File: src/hw/cilt_pkg.sv
/*
  Constants and types for the CAN internal loop-back test-mode block.
  Assumes an APB master with 32-bit data and a CAN engine next to it.
*/
package cilt_pkg;

  // --------------------------------------------------------------------------
  // Register map
  // --------------------------------------------------------------------------
  localparam int          ADDR_W        = 12;
  localparam logic [11:0] ADDR_CTRL     = 12'h000;
  localparam logic [11:0] ADDR_STAT     = 12'h004;
  localparam int          CTRL_MODE_LSB = 0;
  localparam int          CTRL_TST_LSB  = 8;
  localparam int          STAT_RST_BIT  = 0;
  localparam int          STAT_HALT_BIT = 1;
  localparam int          STAT_BUSY_BIT = 2;

  // --------------------------------------------------------------------------
  // Encodings
  // --------------------------------------------------------------------------
  localparam logic [1:0] OPM_OPER   = 2'h0;
  localparam logic [1:0] OPM_RESET  = 2'h1;
  localparam logic [1:0] OPM_HALT   = 2'h2;
  localparam logic [1:0] TST_NONE   = 2'h0;
  localparam logic [1:0] TST_LISTEN = 2'h1;
  localparam logic [1:0] TST_EXTLB  = 2'h2;
  localparam logic [1:0] TST_INTLB  = 2'h3;
  localparam logic       RECESSIVE  = 1'h1;

  // Longest frame the host should wait out: extended data frame plus stuffing.
  localparam int FRAME_BITS = 130;
  localparam int STUFF_BITS = 30;
  localparam int MAX_FRAME_BITS = FRAME_BITS + STUFF_BITS;

  typedef enum logic [1:0] {M_OPER, M_RESET, M_HALT} cilt_mode_t;

endpackage

File: src/hw/cilt_core.sv
/*
  Test-mode routing and operating-mode control of one CAN channel.
  Assumes a CAN engine that serialises frames on eng_tx_i, samples eng_rx_o,
  and reports a frame in progress on eng_busy_i; all inputs are synchronous.
*/
// Design decisions made here: the register offsets and the APB register port.
`timescale 1ns/1ps
`default_nettype none

module cilt_core
  import cilt_pkg::*;
(
  input  wire logic              core_clk_i,
  input  wire logic              rst_i,
  input  wire logic [ADDR_W-1:0] paddr_i,
  input  wire logic              psel_i,
  input  wire logic              penable_i,
  input  wire logic              pwrite_i,
  input  wire logic [31:0]       pwdata_i,
  output logic      [31:0]       prdata_o,
  output logic                   pready_o,
  output logic                   pslverr_o,
  input  wire logic              eng_tx_i,
  input  wire logic              eng_busy_i,
  output logic                   eng_rx_o,
  output logic                   eng_self_ack_o,
  output logic                   eng_store_own_o,
  output logic                   eng_listen_only_o,
  output logic                   eng_enable_o,
  input  wire logic              bus_receive_pin_i,
  output logic                   bus_transmit_pin_o
);

  typedef struct packed {
    cilt_mode_t  mode;
    logic [1:0]  req;
    logic [1:0]  tst;
    logic        rx;
    logic        txp;
    logic        ack;
    logic        own;
    logic        lsn;
    logic        en;
    logic [31:0] rdata;
    logic        rdy;
    logic        err;
  } cilt_state_t;

  cilt_state_t q;
  cilt_state_t d;
  logic        setup;
  logic        take;
  logic        hit_ctrl;
  logic        hit_stat;
  logic [1:0]  tst_act;

  // --------------------------------------------------------------------------
  // Next state
  // --------------------------------------------------------------------------
  // The test routing is frozen out in reset mode so a stale select cannot
  // disturb the pins while software is reconfiguring.
  assign tst_act  = (q.mode == M_RESET) ? TST_NONE : q.tst;
  assign setup    = psel_i & ~penable_i;
  assign take     = psel_i & penable_i & q.rdy;
  assign hit_ctrl = (paddr_i == ADDR_CTRL);
  assign hit_stat = (paddr_i == ADDR_STAT);

  always_comb begin
    d     = q;
    d.rdy = setup;
    if (setup) begin
      d.rdata = '0;
      d.err   = 1'b0;
      if (hit_ctrl) begin
        d.rdata[CTRL_MODE_LSB +: 2] = q.req;
        d.rdata[CTRL_TST_LSB +: 2]  = q.tst;
      end else if (hit_stat) begin
        d.rdata[STAT_RST_BIT]  = (q.mode == M_RESET);
        d.rdata[STAT_HALT_BIT] = (q.mode == M_HALT);
        d.rdata[STAT_BUSY_BIT] = eng_busy_i;
      end else begin
        d.err = 1'b1;
      end
    end
    if (take && pwrite_i && hit_ctrl) begin
      d.req = pwdata_i[CTRL_MODE_LSB +: 2];
      // The select only moves in halt mode, so routing never flips mid-frame.
      if (q.mode == M_HALT) begin
        d.tst = pwdata_i[CTRL_TST_LSB +: 2];
      end
    end

    case (q.mode)
      M_OPER: begin
        if (q.req == OPM_RESET && !eng_busy_i) begin
          d.mode = M_RESET;
        end else if (q.req == OPM_HALT && !eng_busy_i) begin
          d.mode = M_HALT;
        end
      end
      M_HALT: begin
        if (q.req == OPM_RESET) begin
          d.mode = M_RESET;
        end else if (q.req == OPM_OPER) begin
          d.mode = M_OPER;
        end
      end
      default: begin
        if (q.req == OPM_HALT) begin
          d.mode = M_HALT;
        end else if (q.req == OPM_OPER) begin
          d.mode = M_OPER;
        end
      end
    endcase
    d.en = (d.mode == M_OPER);

    case (tst_act)
      TST_INTLB: begin
        d.rx  = eng_tx_i;
        d.txp = RECESSIVE;
        d.ack = 1'b1;
        d.own = 1'b1;
        d.lsn = 1'b0;
      end
      TST_EXTLB: begin
        d.rx  = bus_receive_pin_i;
        d.txp = eng_tx_i;
        d.ack = 1'b1;
        d.own = 1'b1;
        d.lsn = 1'b0;
      end
      TST_LISTEN: begin
        // Dominant bits the engine asks for are seen internally only.
        d.rx  = bus_receive_pin_i & eng_tx_i;
        d.txp = RECESSIVE;
        d.ack = 1'b0;
        d.own = 1'b0;
        d.lsn = 1'b1;
      end
      default: begin
        d.rx  = bus_receive_pin_i;
        d.txp = eng_tx_i;
        d.ack = 1'b0;
        d.own = 1'b0;
        d.lsn = 1'b0;
      end
    endcase
  end

  // --------------------------------------------------------------------------
  // State register
  // --------------------------------------------------------------------------
  always_ff @(posedge core_clk_i) begin
    if (rst_i) begin
      q       <= '0;
      q.mode  <= M_RESET;
      q.req   <= OPM_RESET;
      q.tst   <= TST_NONE;
      q.rx    <= RECESSIVE;
      q.txp   <= RECESSIVE;
    end else begin
      q <= d;
    end
  end

  assign prdata_o           = q.rdata;
  assign pready_o           = q.rdy;
  assign pslverr_o          = q.err;
  assign eng_rx_o           = q.rx;
  assign eng_self_ack_o     = q.ack;
  assign eng_store_own_o    = q.own;
  assign eng_listen_only_o  = q.lsn;
  assign eng_enable_o       = q.en;
  assign bus_transmit_pin_o = q.txp;
endmodule // cilt_core

`default_nettype wire

File: config.mk
export PLATFORM = sky130hd
export DESIGN_NAME = cilt_core
export DESIGN_NICKNAME = d
export VERILOG_FILES = /design/src/hw/cilt_pkg.sv /design/src/hw/cilt_core.sv
export SDC_FILE = /design/constraint.sdc
export NUM_CORES = 1
export LEC_CHECK = 0
export BUFFER_PORTS_ARGS = -buffer_cell sky130_fd_sc_hd__buf_2
export CAP_MARGIN = 40
export CORE_MARGIN = 5
export CORE_UTILIZATION = 32
export DETAILED_ROUTE_END_ITERATION = 10
export PLACE_DENSITY = 0.79
export RECOVER_POWER = 50
export SETUP_SLACK_MARGIN = 0.5
export SLEW_MARGIN = 5
export SYNTH_ARGS = -nofsm -noshare
export SYNTH_HDL_FRONTEND = slang
export SYNTH_SLANG_ARGS = --single-unit
File: constraint.sdc
create_clock -name core_clk_i -period 1.7 [get_ports core_clk_i]
set_input_delay 0.17 -clock core_clk_i [delete_from_list [all_inputs] [get_ports core_clk_i]]
set_output_delay 0.17 -clock core_clk_i [all_outputs]
set_load 0.02 [all_outputs]
==> results of run 1 <==
[worst max path at each step]
stage / slack, ps / startpoint / end / depth (start not counted)
after floorplan: 120 / paddr_i[9] / q[40] / 4
after detailed placement: -40 / paddr_i[6] / q[41] / 5
after global placement: -20 / paddr_i[6] / q[40] / 5
after CTS: 300 / paddr_i[0] / q[40] / 5
after global routing: 280 / pready_o / q[41] / 4
final: 310 / paddr_i[9] / q[41] / 5
[cell usage after synthesis (all sizes together) (2+ instances only)]
library cell and number:
nand2 7, nor2 10, or4b 2, or4 3, nor2b 4, a21oi 6
o21ai 3, clkbuf 2, nand3 2, nor4 2, mux2 2, a32oi 3
dfxtp 18, nor3 2, buf 33, a22oi 2, inv 2, nand2b 2
[kinds of logic after synthesis]
family / Yosys count
AND/OR/NAND/NOR: 38
buffers and inverters: 37
AO/OA/AOI/OAI: 18
flip-flops: 18
multiplexers: 2
other: 1
[power breakdown]
part	switching (mW)	leakage (nW)	internal (mW)	total, mW
registers	0.00180	0.146	0.427	0.428
clock network	0.136	0.0210	0.131	0.267
logic	0.0912	0.390	0.0373	0.129
total	0.229	0.557	0.595	0.824
[flip-flops by register name, summed over array words and instances, names as in the netlist]
register,count
bus_transmit_pin_o,1
eng_enable_o,1
eng_listen_only_o,1
eng_rx_o,1
eng_self_ack_o,1
prdata_o,5
pready_o,1
pslverr_o,1
q,6
[layer usage]
| layer | part of all wire | up-vias | track usage |
|---|---|---|---|
| met5 | 0 | - | 0 |
| met3 | 0.11 | 3 | 0.02211 |
| li1 | - | 411 | - |
| met2 | 0.48 | 48 | 0.1698 |
| met4 | 0.014 | 0 | 0.04569 |
| met1 | 0.39 | 370 | 0.1202 |
[through the flow]
stage,util,TNS [ps],std cells
after floorplan,-,0,140
after global placement,0.3693,-34.81,189
after detailed placement,0.3693,-61.35,189
after CTS,0.3930,0,195
after global routing,0.3988,0,197
final,0.3988,0,197
[tightest hold or removal path: stages]
cell     delay (ps)
buf_2            90
nor2_1           40
nand2_1          50
[what timing repair did]
action,CTS,global route
pin swaps,9,6
hold buffers,0,0
resized for setup,4,3
endpoints found under the setup margin,10,10
cloned,0,0
setup buffers,2,2
[final cells by class]
cell class / instances / area [µm²] / share of cell area
Clock buffer: 4 / 36.28 / 0.02980
Inverter: 2 / 7.507 / 0.006166
Multi-Input combinational cell: 85 / 511.7 / 0.4203
Sequential cell: 18 / 361.6 / 0.2970
Tap cell: 44 / 55.05 / 0.04522
Timing Repair Buffer: 44 / 245.2 / 0.2014
==> out/metrics.cfg, run 1 <==
[setup_path]
path_max_fanout = 4
reg2regPathDepth = 4
worstSetupEndpointType = register
r2r_setup_slack_ps = 330
cp-start-kind = primary input
critPathArrivalTime_ps = 1570
path_buf_inv = 1
crit_type = primary input to register
r2r-end = q[41]
crit_path_frequent_cell = or4_4
cp_slowest_cell = or4_4
path_cells = buf_6 > or4_4 > or4_4 > o21ai_2 > a21oi_2
cpLargestDelayFamily = simple AND/OR/NAND/NOR gates
slowest_delay_ps = 570
timing.rr.start = pready_o
crit_required_ps = 1890

[cts]
clk_path_buf_depth = 2
path_clk_slew_ps = 100
cts_tree = done
cts_buffers = 3
ctsHtreeMaxLevel = 1
clk_latency_ps = 300
cts_sinks = 18
root_buffer = clkbuf_4

[floorplan]
core_um2 = 3053
io-pin-count = 92
rows = 20
die_h_um = 66.35
die-area_um2 = 4402
start_util = 0.3328
die_w_um = 66.35

[min_path]
holdCritPathClass = primary input to register
worstHoldPathCells = 3
min-delay-start = eng_tx_i
worst_hold_path.endpoint = bus_transmit_pin_o

[synth]
synth_top_family_by_area = buffers and inverters
synth-seq-area-share = 0.3547
synth.mux.area_fraction = 0.02217
ys_async_sr_fraction = 0
synthCells = 114
syn_area_um2 = 1016
syn_area_per_cell_um2 = 8.912
ys_ff_latch = 18
yosys.area.top_type = dfxtp_1
synthAdderAreaFrac = 0
synth-main-ff-cell = dfxtp_1
synth_area_leaders = dfxtp_1, buf_4, nor2_1, or4_4, a21oi_1
synth_xor_area_frac = 0
synth-compound-area-share = 0.1232
synth_top_area_share = 0.3547
ys_warn_count = 0
synth_cell_types = 29
synth-edff-count = 0
synth_simple_gate_area_frac = 0.2377

[sta]
post-route-period-util = 0.8162
drv_slew = 0
finalHoldViolCount = 0
setup_ws_ps = 312.4
layout_min_cycle_time_ps = 1388
rsz0062_at_grt = true
hold_ws_ps = 62.77
clock_skew_ps = 3.254
fmax_mhz = 720.7
setup-violations-final = 0

[power_and_ir_drop]
p_per_area_nw_per_um2 = 676.8
ir_drop_mv = 0.2035
total_leakage_power_nw = 0.5572
p_total_uw = 824.0

[route]
wl_per_cell_um = 11.13
drcViolationCount = 0
first_iter_violations = 54
ant_nets = 0
firstDrtPassIters = 4
drt_wl_total_um = 2192
via_per_inst = 4.223
num_vias = 832

[finish]
fill_cells = 348
area_growth_pct = 19.83
drive_gt1_frac = 0.3399
final_common_cell = conb_1
n_antenna_cell = 0
layout_common_cells = conb_1, buf_2, dfxtp_1, nor2_1, clkbuf_1
finalInstanceArea_um2 = 1217
layout.nets = 206

[global_route]
track_usage = 0.1006
grt_first_pass_wirelength_um = 3415
overflow = 0
grt_pass1_vias = 745
antenna_found_initial = 0
grt_max_degree = 19

[job]
cap_viol_max_count = 0

[placement]
gp_congestion = 0.7684
portBuffers = 36
pre_cts_ws_ps = -40.59
placed_area_um2 = 1127
place_hpwl_um = 1749

[run_status]
status = finished, final reports clean

Power figures use the tool's default switching activity.
==> inputs of run 2 (changes only) <==
- clock period: 1.7 -> 1.25 ns (I/O delays scaled with it)
==> out/metrics.cfg, run 2 (synthesis gave the netlist of run 1 again) <==
[power_and_ir_drop]
switchingPower_uw = 296.4  ; +29%
pwr-share-comb = 0.187  ; +0.031
ir_drop_mv = 0.2614  ; +28%
total_leakage_power_nw = 0.6518  ; +17%
p_sw_frac = 0.2806  ; +0.002409
seq_power_share = 0.546  ; +0.026
intPower_uw = 759.9  ; +28%
p_per_area_nw_per_um2 = 743.2  ; +9.8%
pwr-share-clk = 0.267  ; -0.057

[sta]
drv_slew = 0  ; unchanged
setup-violations-final = 4  ; +4
finalHoldViolCount = 0  ; unchanged
hold_ws_ps = 29.56  ; -33.21 ps
layout_min_cycle_time_ps = 1345
setup_ws_ps = -95.05  ; -407.4 ps
finalSetupTns_ps = -267.1  ; -267.1 ps
post-route-period-util = 1.076
rsz0062_at_grt = true
fmax_mhz = 743.5
clock_skew_ps = 5.118  ; +1.863 ps

[setup_path]
worstSetupEndpointType = register
crit_required_ps = 1420  ; -470 ps
path_max_fanout = 4  ; unchanged
cp-start-kind = primary input
critPathArrivalTime_ps = 1510  ; -60 ps
crit_type = primary input to register
reg2regPathDepth = 4  ; unchanged

[placement]
gp_congestion = 0.7663  ; -0.27%
pre_cts_ws_ps = -423.9  ; -383.3 ps
placed_area_um2 = 1194  ; +5.9%
place_hpwl_um = 1736  ; -0.73%
portBuffers = 36  ; unchanged

[finish]
fin_util = 0.4656  ; +0.06680
area_growth_pct = 39.90
largest_reg_flops = 6  ; unchanged
layout_common_cells = conb_1, buf_2, buf_6, buf_4, nor2_1
n_antenna_cell = 0  ; unchanged
multi_input_area_um2 = 534.3  ; +4.4%
drive_gt1_frac = 0.5061  ; +0.1662
regArea_um2 = 379.1  ; +4.8%
fill_cells = 308  ; -11%
finalInstanceArea_um2 = 1421  ; +17%
regMostFlops = q
layout.nets = 217  ; +5.3%
final_common_cell = conb_1

[cts]
cts_buffers = 3  ; unchanged
cts_sinks = 18  ; unchanged
root_buffer = clkbuf_4
clk_latency_ps = 290  ; about the same
clk_path_buf_depth = 2  ; unchanged
ctsHtreeMaxLevel = 1  ; unchanged
cts_tree = done
path_clk_slew_ps = 100  ; about the same

[floorplan]
start_util = 0.3328  ; unchanged
core_um2 = 3053  ; unchanged
rows = 20  ; unchanged
die_h_um = 66.35  ; unchanged
io-pin-count = 92  ; unchanged
die_w_um = 66.35  ; unchanged
die-area_um2 = 4402  ; unchanged

[route]
ant_nets = 0  ; unchanged
num_vias = 892  ; +7.2%
drcViolationCount = 0  ; unchanged
first_iter_violations = 43  ; -20%
firstDrtPassIters = 4  ; unchanged
via_per_inst = 4.288  ; +1.5%
drt_wl_total_um = 2303  ; +5.1%
wl_per_cell_um = 11.07  ; -0.49%

[global_route]
overflow = 0  ; unchanged
antenna_found_initial = 0  ; unchanged
track_usage = 0.1049  ; +0.004295
grt_first_pass_wirelength_um = 3553  ; +4.0%
grt_pass1_vias = 859  ; +15%
grt_max_degree = 19  ; unchanged

[job]
cap_viol_max_count = 0  ; unchanged

[run_status]
status = complete, but fails checks
failed_checks = setup timing

[min_path]
holdCritPathClass = primary input to register
worstHoldPathCells = 3  ; unchanged

==> run 2: routing by layer <==
metal / wire, µm / up-vias / GRT usage
met2: 1137 / 51 / 0.1846
li1: - / 440 / -
met1: 883 / 399 / 0.1173
met4: 8 / 0 / 0.04569
met3: 272 / 2 / 0.02721
met5: 0 / - / 0
==> run 2: timing repair <==
| action | 4_1_cts | 5_1_grt |
|---|---|---|
| endpoints found under the hold margin | 0 | 0 |
| endpoints found under the setup margin | 29 | 30 |
| buffers inserted | 8 | 1 |
| pin swaps | 5 | 6 |
| hold buffers | 0 | 0 |
| gates cloned | 0 | 0 |
| resized for setup | 50 | 6 |
==> run 2: critical path: stages <==
cell and delay (ps):
buf_6 90, or4_4 530, or4_4 580, o21ai_2 120, a21oi_1 70
==> run 2: path summary, 6_finish.rpt <==
path | startpoint | end | slack [ps]
setup / recovery | paddr_i[9] | q[41] | -100
hold / removal | eng_tx_i | bus_transmit_pin_o | 30
setup reg to reg | pready_o | q[41] | -50
hold reg to reg | q[43] | q[43] | 520
==> run 2: power by group through the flow <==
| stage | Combinational [mW] | Clock, mW | Sequential (mW) |
|---|---|---|---|
| final | 0.197 | 0.282 | 0.577 |
| after global routing | 0.213 | 0.321 | 0.578 |
| after CTS | 0.193 | 0.297 | 0.576 |
| after detailed placement | 0.177 | 0 | 0.591 |
| after global placement | 0.175 | 0 | 0.591 |
| after floorplan | 0.166 | 0 | 0.600 |
==> run 2: layout make-up <==
cell class              count  area share
inverters                   2    0.007042
repair buffers             55      0.2931
clock inverters             1    0.002641
well taps                  44     0.03873
flip-flops and latches     18      0.2667
multi-input cells          85      0.3759
clock buffers               3     0.01585
==> run 2: stage by stage <==
step | power, mW | cells
3_5_place_dp | 0.7684 | 195
3_3_place_gp | 0.7657 | 195
2_1_floorplan | 0.7663 | 140
4_1_cts | 1.065 | 207
6_report | 1.056 | 208
5_1_grt | 1.112 | 208
==> inputs of run 3 (changes only) <==
- PLACE_DENSITY: 0.79 -> 0.73
- RECOVER_POWER: 50 -> 100
==> out/metrics.cfg, run 3 (synthesis gave the netlist of run 1 again) <==
[floorplan]
die-area_um2 = 4402  ; unchanged
die_w_um = 66.35  ; unchanged
rows = 20  ; unchanged
die_h_um = 66.35  ; unchanged
core_um2 = 3053  ; unchanged
start_util = 0.3328  ; unchanged
io-pin-count = 92  ; unchanged

[run_status]
status = complete, but fails checks
failed_checks = setup timing

[sta]
setup-violations-final = 4  ; unchanged
clock_skew_ps = 9.414  ; +4.297 ps
layout_min_cycle_time_ps = 1363  ; +18.14 ps
setup_ws_ps = -113.2  ; -18.14 ps
rsz0062_at_grt = true
fmax_mhz = 733.6  ; -1.3%
finalHoldViolCount = 0  ; unchanged
post-route-period-util = 1.091  ; +0.01451
drv_slew = 0  ; unchanged

[power_and_ir_drop]
p_per_area_nw_per_um2 = 804.9  ; +8.3%
p_total_mw = 1.128  ; +6.8%
pwr-share-comb = 0.177  ; -0.010
pwr-share-clk = 0.312  ; +0.045
seq_power_share = 0.512  ; -0.034
total_leakage_power_nw = 0.6418  ; -1.5%
p_sw_frac = 0.2698  ; -0.01083
intPower_uw = 823.6  ; +8.4%
switchingPower_uw = 304.3  ; +2.7%
ir_drop_mv = 0.3495  ; +34%

[finish]
regArea_um2 = 372.9  ; -1.7%
multi_input_area_um2 = 521.8  ; -2.3%
finalInstanceArea_um2 = 1401  ; -1.4%
largest_reg_flops = 6  ; unchanged
layout_common_cells = conb_1, buf_2, buf_6, dfxtp_1, buf_4
stdcell_count = 206  ; -0.96%
regMostFlops = q
n_antenna_cell = 0  ; unchanged
fill_cells = 325  ; +5.5%
area_growth_pct = 37.93
final_common_cell = conb_1
drive_gt1_frac = 0.4753  ; -0.03079
layout.nets = 215  ; -0.92%

[cts]
postCtsHoldBufs = 0  ; unchanged
cts_sinks = 18  ; unchanged
clk_path_buf_depth = 2  ; unchanged
clk_latency_ps = 290  ; about the same
root_buffer = clkbuf_4
ctsHtreeMaxLevel = 1  ; unchanged
path_clk_slew_ps = 90  ; about the same
cts_buffers = 3  ; unchanged
cts_tree = done

[global_route]
overflow = 0  ; unchanged
grt_first_pass_wirelength_um = 3484  ; -1.9%
track_usage = 0.1028  ; -0.002112
grt_pass1_vias = 816  ; -5.0%
antenna_found_initial = 0  ; unchanged
grt_max_degree = 19  ; unchanged

[route]
firstDrtPassIters = 4  ; unchanged
drcViolationCount = 0  ; unchanged
wl_met1_um = 897  ; +1.6%
wl_per_cell_um = 11.00  ; -0.61%
num_vias = 884  ; -0.90%
met2WireLength_um = 1082  ; -4.8%
highest_layer = met3
ant_nets = 0  ; unchanged
dr_wl_met3_um = 287  ; +5.5%
via_per_inst = 4.291  ; about the same
first_iter_violations = 32  ; -26%
drt_wl_total_um = 2267  ; -1.6%

[job]
cap_viol_max_count = 0  ; unchanged

[setup_path]
path_max_fanout = 4  ; unchanged
critPathArrivalTime_ps = 1530  ; +20 ps
reg2regPathDepth = 4  ; unchanged
crit_required_ps = 1420  ; about the same
r2r_setup_slack_ps = -70  ; -20 ps
timing.rr.start = pready_o
crit_type = primary input to register
r2r-end = q[41]
cp-start-kind = primary input
worstSetupEndpointType = register

[placement]
placed_area_um2 = 1186  ; -0.63%
place_hpwl_um = 1737  ; about the same
dpl.cell_count = 194  ; -0.51%
portBuffers = 36  ; unchanged
gp_congestion = 0.7272  ; -5.1%

[min_path]
worstHoldPathCells = 3  ; unchanged
min-delay-start = pwdata_i[0]
worst_hold_path.endpoint = q[42]
holdCritPathClass = primary input to register

==> run 3: cell types whose count changed in the layout (fill, tap and decap cells not counted), sizes merged <==
cell,change
clkbuf,+1
buf,-2
clkinv,-1
==> run 3: worst max path at each step <==
stage | from | to | cells after the start | slack, ps
finish | paddr_i[9] | q[41] | 5 | -110
CTS | paddr_i[9] | q[41] | 5 | -90
floorplan | paddr_i[9] | q[40] | 4 | -270
global route | pready_o | q[40] | 4 | -150
detailed placement | paddr_i[6] | q[41] | 5 | -440
global placement | paddr_i[6] | q[41] | 5 | -400
==> run 3: final cells by class <==
cell class              instances  share of cell area
multi-input cells              85              0.3723
repair buffers                 53              0.2893
flip-flops and latches         18              0.2661
well taps                      44             0.03929
clock buffers                   4             0.02589
inverters                       2            0.007143
==> run 3: repair_timing <==
| action | 4_1_cts | 5_1_grt |
|---|---|---|
| pin swaps | 8 | 11 |
| resized for setup | 49 | 9 |
| setup buffers | 5 | 3 |
| setup endpoints to repair | 29 | 30 |
==> run 3: per-layer routing <==
layer,track usage,up-vias
met4,0.02284,0
met3,0.04252,0
li1,-,435
met5,0,-
met2,0.1772,50
met1,0.1173,399
==> run 3: per-stage QoR <==
stage                       util  setup slack (ps)  hold WS (ps)  TNS (ps)
after CTS                 0.4570            -93.43         16.67    -235.8
after global routing      0.4590            -145.6         26.91    -610.5
after global placement    0.3885            -404.8         333.2     -3121
after floorplan                -            -274.0         223.9     -1284
after detailed placement  0.3885            -439.6         336.9     -3352
final                     0.4590            -113.2         44.07    -305.1
==> run 3: power groups by stage <==
stage               logic [mW]  clock network (mW)  registers [mW]
floorplan                0.166                   0           0.600
global placement         0.176                   0           0.591
detailed placement       0.176                   0           0.591
CTS                      0.193               0.364           0.578
global route             0.214               0.382           0.578
finish                   0.199               0.351           0.577
==> run 3: worst max-delay path, cell delays in order <==
cell,delay [ps]
buf_6,90
or4_4,530
or4_4,590
o21ai_2,130
a21oi_1,70
